## src/rtl/iod_defines.svh

```systemverilog
`ifndef IOD_DEFINES_SVH
`define IOD_DEFINES_SVH

// Register indices on the plain register port
`define IOD_REG_CTRL      4'h0
`define IOD_REG_FRAME     4'h1
`define IOD_REG_BANK      4'h2
`define IOD_REG_ACCUM     4'h3
`define IOD_REG_LASTADDR  4'h4

// Field positions
`define IOD_CTRL_EXT_BIT  0
`define IOD_ACCESS_BIT    8
`define IOD_DEST_BIT      9

// Reset values
`define IOD_CTRL_RST      1'b0
`define IOD_FRAME_RST     12'h000
`define IOD_BANK_RST      4'h0
`define IOD_ACCUM_RST     8'h00

// Highest argument that is taken as an offset
`define IOD_IDX_LIMIT     8'h5F

// Opcode patterns and the data value written by fill
`define IOD_ADD_OPC       6'h09
`define IOD_BITSET_OPC    4'h8
`define IOD_FILL_OPC      7'h34
`define IOD_FILL_VALUE    8'hFF

`endif

```

## src/rtl/iod_pkg.sv

```systemverilog
`default_nettype none

package iod_pkg;

  typedef enum logic [2:0] {
    OP_NONE,
    OP_ADD,
    OP_BITSET,
    OP_FILL,
    OP_OTHER
  } iod_op_e;

  typedef struct packed {
    logic        valid;
    iod_op_e     op;
    logic [11:0] addr;
    logic        indexed;
    logic        destMem;
    logic [2:0]  bitSel;
  } iod_dec_s;

endpackage : iod_pkg

`default_nettype wire

```

## src/rtl/iod_addr_form.sv

```systemverilog
`timescale 1ns/10ps
`default_nettype none

`include "iod_defines.svh"

module iod_addr_form #(
  parameter int ADDR_W = 12
) (
  input  wire logic [ADDR_W-1:0] framePtr,
  input  wire logic [3:0]        bankSel,
  input  wire logic              extEnable,
  input  wire logic              accessBit,
  input  wire logic [7:0]        fileArg,
  output logic      [ADDR_W-1:0] dataAddr,
  output logic                   indexed
);

  logic [ADDR_W-1:0] idxSum;
  logic [ADDR_W-1:0] accessAddr;

  // Frame pointer plus zero-extended offset, wrapping in the address width
  assign idxSum = framePtr + ADDR_W'(fileArg);

  // Access bank: arguments up to IOD_IDX_LIMIT (0x5F) in bank 0, higher arguments in the top bank
  assign accessAddr = (fileArg > `IOD_IDX_LIMIT) ? {{(ADDR_W-8){1'b1}}, fileArg}
                                                 : ADDR_W'(fileArg);

  always_comb begin
    indexed  = extEnable && !accessBit && (fileArg <= `IOD_IDX_LIMIT);
    if (accessBit) begin
      dataAddr = ADDR_W'({bankSel, fileArg});
    end else if (indexed) begin
      dataAddr = idxSum;
    end else begin
      dataAddr = accessAddr;
    end
  end

endmodule : iod_addr_form

`default_nettype wire

```

## src/rtl/iod_core.sv

```systemverilog
// Strobed register access and the register addresses were left to the implementer.
`timescale 1ns/10ps
`default_nettype none

`include "iod_defines.svh"

module iod_core
  import iod_pkg::*;
#(
  parameter int ADDR_W = 12
) (
  input  wire logic              sys_clk,
  input  wire logic              nrst,
  input  wire logic [3:0]        regAddr,
  input  wire logic [15:0]       regWrData,
  input  wire logic              regWr,
  input  wire logic              regRd,
  output logic      [15:0]       regRdData,
  input  wire logic              instrValid,
  input  wire logic [15:0]       instrWord,
  input  wire logic              fileOp,
  input  wire logic [7:0]        memRdData,
  output logic      [ADDR_W-1:0] memAddr,
  output logic                   memRead,
  output logic      [ADDR_W-1:0] memWrAddr,
  output logic                   memWrite,
  output logic      [7:0]        memWrData,
  output logic                   statusWrite,
  output logic                   carryOut,
  output logic                   extEnabled
);

  logic              extEnable;
  logic              next_extEnable;
  logic [ADDR_W-1:0] framePtr;
  logic [ADDR_W-1:0] next_framePtr;
  logic [3:0]        bankSel;
  logic [3:0]        next_bankSel;
  logic [7:0]        accum;
  logic [7:0]        next_accum;
  logic [ADDR_W-1:0] lastAddr;
  logic [ADDR_W-1:0] next_lastAddr;
  logic [15:0]       next_regRdData;

  iod_dec_s          decA;
  iod_dec_s          next_decA;
  iod_dec_s          decB;
  iod_dec_s          next_decB;

  logic [ADDR_W-1:0] next_memWrAddr;
  logic              next_memWrite;
  logic [7:0]        next_memWrData;
  logic              next_statusWrite;
  logic              next_carryOut;

  logic [ADDR_W-1:0] formAddr;
  logic              formIndexed;
  logic [8:0]        addSum;

  iod_addr_form #(
    .ADDR_W (ADDR_W)
  ) u_addr_form (
    .framePtr  (framePtr),
    .bankSel   (bankSel),
    .extEnable (extEnable),
    .accessBit (instrWord[`IOD_ACCESS_BIT]),
    .fileArg   (instrWord[7:0]),
    .dataAddr  (formAddr),
    .indexed   (formIndexed)
  );

  assign memAddr    = decA.addr;
  assign memRead    = decA.valid;
  assign extEnabled = extEnable;
  assign addSum     = {1'b0, accum} + {1'b0, memRdData};

  // Register port
  always_comb begin
    next_extEnable = extEnable;
    next_framePtr  = framePtr;
    next_bankSel   = bankSel;
    next_regRdData = 16'h0000;
    if (regWr) begin
      case (regAddr)
        `IOD_REG_CTRL:  next_extEnable = regWrData[`IOD_CTRL_EXT_BIT];
        `IOD_REG_FRAME: next_framePtr  = regWrData[ADDR_W-1:0];
        `IOD_REG_BANK:  next_bankSel   = regWrData[3:0];
        default:        next_extEnable = extEnable;
      endcase
    end
    if (regRd) begin
      case (regAddr)
        `IOD_REG_CTRL:     next_regRdData = {15'h0000, extEnable};
        `IOD_REG_FRAME:    next_regRdData = 16'(framePtr);
        `IOD_REG_BANK:     next_regRdData = {12'h000, bankSel};
        `IOD_REG_ACCUM:    next_regRdData = {8'h00, accum};
        `IOD_REG_LASTADDR: next_regRdData = 16'(lastAddr);
        default:           next_regRdData = 16'h0000;
      endcase
    end
  end

  always_ff @(posedge sys_clk or negedge nrst) begin
    if (!nrst) begin
      extEnable <= `IOD_CTRL_RST;
      framePtr  <= ADDR_W'(`IOD_FRAME_RST);
      bankSel   <= `IOD_BANK_RST;
      regRdData <= 16'h0000;
    end else begin
      extEnable <= next_extEnable;
      framePtr  <= next_framePtr;
      bankSel   <= next_bankSel;
      regRdData <= next_regRdData;
    end
  end

  // Decode stage: address formed for every file-argument instruction
  always_comb begin
    next_decA         = '0;
    next_lastAddr     = lastAddr;
    if (instrValid && fileOp) begin
      next_decA.valid   = 1'b1;
      next_decA.addr    = formAddr;
      next_decA.indexed = formIndexed;
      next_decA.destMem = instrWord[`IOD_DEST_BIT];
      next_decA.bitSel  = instrWord[11:9];
      next_lastAddr     = formAddr;
      if (instrWord[15:10] == `IOD_ADD_OPC) begin
        next_decA.op = OP_ADD;
      end else if (instrWord[15:12] == `IOD_BITSET_OPC) begin
        next_decA.op = OP_BITSET;
      end else if (instrWord[15:9] == `IOD_FILL_OPC) begin
        next_decA.op = OP_FILL;
      end else begin
        next_decA.op = OP_OTHER;
      end
    end
    next_decB = decA;
  end

  always_ff @(posedge sys_clk or negedge nrst) begin
    if (!nrst) begin
      decA     <= '0;
      decB     <= '0;
      lastAddr <= ADDR_W'(`IOD_FRAME_RST);
    end else begin
      decA     <= next_decA;
      decB     <= next_decB;
      lastAddr <= next_lastAddr;
    end
  end

  // Write-back stage: memory data has arrived for decB
  always_comb begin
    next_accum       = accum;
    next_memWrAddr   = decB.addr;
    next_memWrite    = 1'b0;
    next_memWrData   = 8'h00;
    next_statusWrite = 1'b0;
    next_carryOut    = carryOut;
    if (decB.valid) begin
      case (decB.op)
        OP_ADD: begin
          next_statusWrite = 1'b1;
          next_carryOut    = addSum[8];
          if (decB.destMem) begin
            next_memWrite  = 1'b1;
            next_memWrData = addSum[7:0];
          end else begin
            next_accum     = addSum[7:0];
          end
        end
        OP_BITSET: begin
          next_memWrite  = 1'b1;
          next_memWrData = memRdData | (8'h01 << decB.bitSel);
        end
        OP_FILL: begin
          next_memWrite  = 1'b1;
          next_memWrData = `IOD_FILL_VALUE;
        end
        default: next_memWrite = 1'b0;
      endcase
    end
  end

  always_ff @(posedge sys_clk or negedge nrst) begin
    if (!nrst) begin
      accum       <= `IOD_ACCUM_RST;
      memWrAddr   <= '0;
      memWrite    <= 1'b0;
      memWrData   <= 8'h00;
      statusWrite <= 1'b0;
      carryOut    <= 1'b0;
    end else begin
      accum       <= next_accum;
      memWrAddr   <= next_memWrAddr;
      memWrite    <= next_memWrite;
      memWrData   <= next_memWrData;
      statusWrite <= next_statusWrite;
      carryOut    <= next_carryOut;
    end
  end

endmodule : iod_core

`default_nettype wire

```

## config.mk

```make
export PLATFORM = sky130hd
export DESIGN_NAME = iod_core
export DESIGN_NICKNAME = d
export VERILOG_FILES = /design/src/rtl/iod_pkg.sv /design/src/rtl/iod_addr_form.sv /design/src/rtl/iod_core.sv
export VERILOG_INCLUDE_DIRS = /design/src /design/src/rtl
export SDC_FILE = /design/constraint.sdc
export NUM_CORES = 1
export LEC_CHECK = 0
export BUFFER_PORTS_ARGS = -buffer_cell sky130_fd_sc_hd__buf_2
export CAP_MARGIN = 10
export CORE_MARGIN = 2
export CORE_UTILIZATION = 49
export CTS_CLUSTER_SIZE = 14
export DETAILED_ROUTE_END_ITERATION = 10
export GPL_TIMING_DRIVEN = 1
export PLACE_DENSITY_LB_ADDON = 0.12
export SYNTH_ARGS = -nofsm -noshare
export SYNTH_HDL_FRONTEND = slang
export SYNTH_SLANG_ARGS = --single-unit
```

## constraint.sdc

```tcl
create_clock -name sys_clk -period 1.95 [get_ports sys_clk]
set_clock_uncertainty 0.05 [all_clocks]
set_input_delay 0.195 -clock sys_clk [delete_from_list [all_inputs] [get_ports sys_clk]]
set_output_delay 0.195 -clock sys_clk [all_outputs]
set_load 0.02 [all_outputs]
```

After elaboration in Yosys (flattened, before gate mapping)
Index checks and enable logic that the tools add are counted.
Storage, ports and cells
  logic and storage cells: 66
  register bits: 116
  output and inout port bits: 53
  bits of input ports: 50
Cells by class
  bitwise operators: 2
  shift-type cells: 1
  magnitude comparators: 2
  multiplexer cells: 17
  reductions and logical operators: 11
  $add $sub $neg: 2
  eq/ne operators: 10
Operator list (number)
  $pmux 12 s5: 1
  $mux 12: 4
  $pmux 8 s3: 1
  $mux 21: 1
  $mux 8: 2
  $add 12x8->12: 1
  $add 8x8->9: 1
  $mux 3: 3
  $eq 4x2->1 const B: 2
  $gt 8x7->1 const B: 1
  $le 8x7->1 const B: 1
  $or 8x8->8: 1
  $reduce_and 2->1: 4
  $shl 1x3->8 const A: 1
  $eq 7x6->1 const B: 1
  $eq 3x2->1 const B: 2
  $eq 6x4->1 const B: 1
  $eq 4x1->1 const B: 1
  $eq 4x3->1 const B: 1
  $eq 4x4->1 const B: 1
  $logic_not 4->1: 1
  $mux 1: 4
  $eq 3x1->1 const B: 1
  $logic_and 1x1->1: 3
  5 further kinds: 5

Depth between registers and ports, before layout
  depth after elaboration: 6
  depth in mapped cells: 8
  gate-level depth less buffers: 8

Cells and area by module
From an unflattened synthesis, not the netlist that was laid out.
Second synthesis, totals
  cells, all modules: 423
  area, all modules: 5026.1 sq um
By module, submodules not included
  iod_core: cells each 343, area an instance 4441.8 sq um, instances 1, seq. area each 2752.6 sq um
  iod_addr_form: cells each 80, area an instance 584.3 sq um, instances 1, seq. area each 0.0 sq um

Worst setup path after synthesis
No wires, ideal clock.
  path kind: register -> register
  start point: register accum[0]
  end point: register memWrData[6]
  buffers on the path: 0
  clock period less this slack: 2.116 ns
  data arrival time: 1.934 ns
  cell stages (with the launch flop): 8
  path slack: -0.166 ns
  setup time: 0.132 ns
  required time: 1.768 ns
  path through: dfrtp_1 -> ha_1 -> fa_1 -> a211o_1 -> a2111o_1 -> o211a_1 -> a22oi_1 -> nor2_1
Between the ends
  cells in the longest elaborated chain, start to end: 4
Ends and longest elaborated chain
  start, declared: line iod_core.sv:39  | logic [7:0] accum;
  start signal, assigned: line iod_core.sv:188  | accum <= `IOD_ACCUM_RST;
  start signal, assigned: line iod_core.sv:195  | accum <= next_accum;
  $add 8x8->9: line iod_core.sv:75  | assign addSum = {1'b0, accum} + {1'b0, memRdData};
  $mux 8: line iod_core.sv:166  | if (decB.destMem) begin
  $pmux 8 s3: line iod_core.sv:162  | case (decB.op)
  $mux 8: line iod_core.sv:161  | if (decB.valid) begin
  via next_memWrData[6]: line iod_core.sv:52  | logic [7:0] next_memWrData;
  end signal, assigned: line iod_core.sv:198  | memWrData <= next_memWrData;
  end, declared: line iod_core.sv:27  | output logic [7:0] memWrData,
The timed path passes the listed nets, and every way through them passes these cells.
A chain may end at the register's enable or synchronous reset.

Worst setup path after layout
Same ends and word-level chain as after synthesis.

==> impl_metrics.env <==
export IMPL_status="finished with violations"
export IMPL_violations="setup timing"
export IMPL_grt_setup_unrepaired="yes"
export IMPL_layout_drive_gt1_share_pct=36.3
export IMPL_n_fill_cell=794
export IMPL_first_global_vias=3871
export IMPL_ys_seq_area_share_pct=54.8
export IMPL_max_slew_margin_pct=65.3
export IMPL_cts_sinks=110
export IMPL_clk_pin_slew_ps=100
export IMPL_rows=36
export IMPL_grt_overflow=0
export IMPL_multi_input_area_um2=2310
export IMPL_synth_edf_count=0
export IMPL_design_area_um2=6370
export IMPL_vias_per_cell=5.37
export IMPL_dr_pass1_iters=4
export IMPL_place_area_um2=5820
export IMPL_async_reset_ff_share_pct=100
export IMPL_met2_usage_pct=37.0
export IMPL_layout_nets=660
export IMPL_yosysWarnings=0
export IMPL_grt_max_degree=59
export IMPL_start_util_pct=50.9
export IMPL_synthToLayoutAreaGrowth_pct=26.8
export IMPL_ioPinCount=103
export IMPL_syn_instance_count=460
export IMPL_clk_latency_ps=380
export IMPL_p_per_area_nw_per_um2=806
export IMPL_hold_viol_final=0
export IMPL_wirelength_mm=12.4
export IMPL_hp_class="input pin to register"
export IMPL_path_max_fanout=2
export IMPL_netlist_area_um2=5020
export IMPL_avgSynthCellArea_um2=10.9
export IMPL_fmax_ghz=0.489
export IMPL_dieArea_um2=11100
export IMPL_yosysMostFrequentCell="dfrtp_1"
export IMPL_yosys_register_bits=110
export IMPL_worst_pin_slew_ps=516
export IMPL_slew_violations=0
export IMPL_die_x_um=105
export IMPL_drc=0
export IMPL_cp_start_kind="register"
export IMPL_die_h_um=105
export IMPL_gr_usage_met3_pct=4.21
export IMPL_register_area_um2=2760
export IMPL_synth_top_cell_area_share_pct=54.8
export IMPL_drv_cap=0
export IMPL_cts_made_buffers=9
export IMPL_timing_final_crit_share_pct=105
export IMPL_grt_use_total_pct=23.1
export IMPL_worstPathArrival_ps=2270
export IMPL_end_kind="register"
export IMPL_grt_antenna_before_repair=0
export IMPL_diodes=0
export IMPL_power_uw=5130
export IMPL_setup_slack_ps=-95.3
export IMPL_wire_per_inst_um=16.9
export IMPL_portBuffers=94
export IMPL_critPathRequiredTime_ps=2170
export IMPL_htreeDepth=3
export IMPL_synth_area_leaders="dfrtp_1 55%, mux2_2 4.3%, nand2_1 4.2%"
export IMPL_root_buffer="clkbuf_8"
export IMPL_crit_type="register to register"
export IMPL_grt_pass1_wl_mm=19.8
export IMPL_peakVddDrop_v=0.000350
export IMPL_drt_iter0_markers=178
export IMPL_setup_viol=8
export IMPL_ant_nets=0
export IMPL_yosysTopAreaCell="dfrtp_1"
export IMPL_ys_flop_type="dfrtp_1"
export IMPL_via_count=3917
export IMPL_yosys_cell_types_count=56
export IMPL_period_needed_ps=2050
export IMPL_met1_usage_pct=31.5
export IMPL_gp_congestion=0.922
export IMPL_clk_path_buf_depth=2
export IMPL_cts_tree="built"
export IMPL_synth_common_cells="110 x dfrtp_1, 56 x nand2_1, 30 x nor2_1"
export IMPL_core_region_area_um2=9860
export IMPL_p_leak_uw=0.00310
export IMPL_hpwl_mm=8.96
export IMPL_gr_max_usage_layer="met2"
flip-flops by register name, indices dropped and copies added (netlist names), 4 cells and up:
| register | count |
|---|---|
| accum | 8 |
| bankSel | 4 |
| decA | 6 |
| decB | 7 |
| framePtr | 12 |
| lastAddr | 12 |
| memAddr | 12 |
| memWrAddr | 12 |
| memWrData | 8 |
| next_memWrAddr | 12 |
| regRdData | 12 |
power by group:
part | total, uW | internal (uW) | switching, uW
Combinational | 1250 | 627 | 625
Clock | 1260 | 473 | 784
Sequential | 2620 | 2460 | 164
path summary, 6_finish.rpt:
check / startpoint / end / slack (ps) / depth (start not counted)
setup / recovery: accum[0]$_DFFE_PN0P_ / memWrData[6]$_DFF_PN0_ / -100 / 7
max in group asynchronous: nrst / regRdData[0]$_DFF_PN0_ / 940 / 3
setup reg to reg: accum[0]$_DFFE_PN0P_ / memWrData[6]$_DFF_PN0_ / -100 / 7
min in group asynchronous: nrst / decA[19]$_DFF_PN0_ / 210 / 2
hold / removal: regWrData[0] / framePtr[0]$_DFFE_PN0P_ / 30 / 2
hold reg to reg: decA[18]$_DFF_PN0_ / decB[18]$_DFF_PN0_ / 310 / 0
cells by family (layout without fill, tap and decap cells):
kind of cell | Yosys count | in the layout | synth area share, %
compound gates | 109 | 109 | 14.8
xor+xnor | 7 | 7 | 1.22
fa+ha+maj | 18 | 18 | 4.78
buf+inv | 38 | 172 | 4.28
flops | 110 | 110 | 54.8
mux | 24 | 24 | 5.26
other cells | 1 | 4 | 0.0746
simple gates | 153 | 153 | 14.7
per-layer routing:
layer,wire length [um],up-vias
met2,5960,103
met4,260,0
met5,0,-
met1,5500,1914
li1,-,1882
met3,638,18
through the flow:
step	utilization, %	hold slack, ps	cells	worst slack (ps)	TNS [ps]
floorplan	-	-151	463	-75.2	-75.2
global placement	59.0	59.6	695	-154	-433
detailed placement	59.0	67.8	695	-215	-740
CTS	62.4	17.6	725	-112	-333
global route	64.6	14.5	730	-202	-1750
finish	64.6	26.2	730	-95.3	-392
critical path, stage by stage (launching register included):
cell	delay, ps
dfrtp_1	390
ha_2	180
fa_2	350
a211o_1	300
a2111o_1	360
o211a_1	130
a22oi_2	120
nor2_1	50
what timing repair did:
action	4_1_cts	5_1_grt
hold endpoints to repair	30	0
pin swaps	14	18
hold buffers	9	0
buffers inserted	5	6
endpoints found under the setup margin	13	21
resized for setup	7	35
final cells by class:
type	count	area share, %
sequential	110	43.3
clock inverter	6	0.688
tap	133	2.61
multi-input combinational	315	36.3
clock buffer	10	2.00
inverter	7	0.413
timing repair buffer	149	14.7
placed cells by master, fill, tap and decap left out, drive strengths merged, types with 6 or more instances in the layout:
| master | count |
|---|---|
| a211oi | 8 |
| a21o | 10 |
| a21oi | 25 |
| a22oi | 9 |
| and3 | 6 |
| buf | 140 |
| clkbuf | 10 |
| dfrtp | 110 |
| dlygate4sd3 | 9 |
| ha | 16 |
| inv | 9 |
| mux2 | 19 |
| nand2 | 57 |
| nand3 | 9 |
| nor2 | 30 |
| nor2b | 12 |
| nor3 | 13 |
| nor3b | 7 |
| o21ai | 24 |
Note: power is estimated with default switching activity, not from simulation.
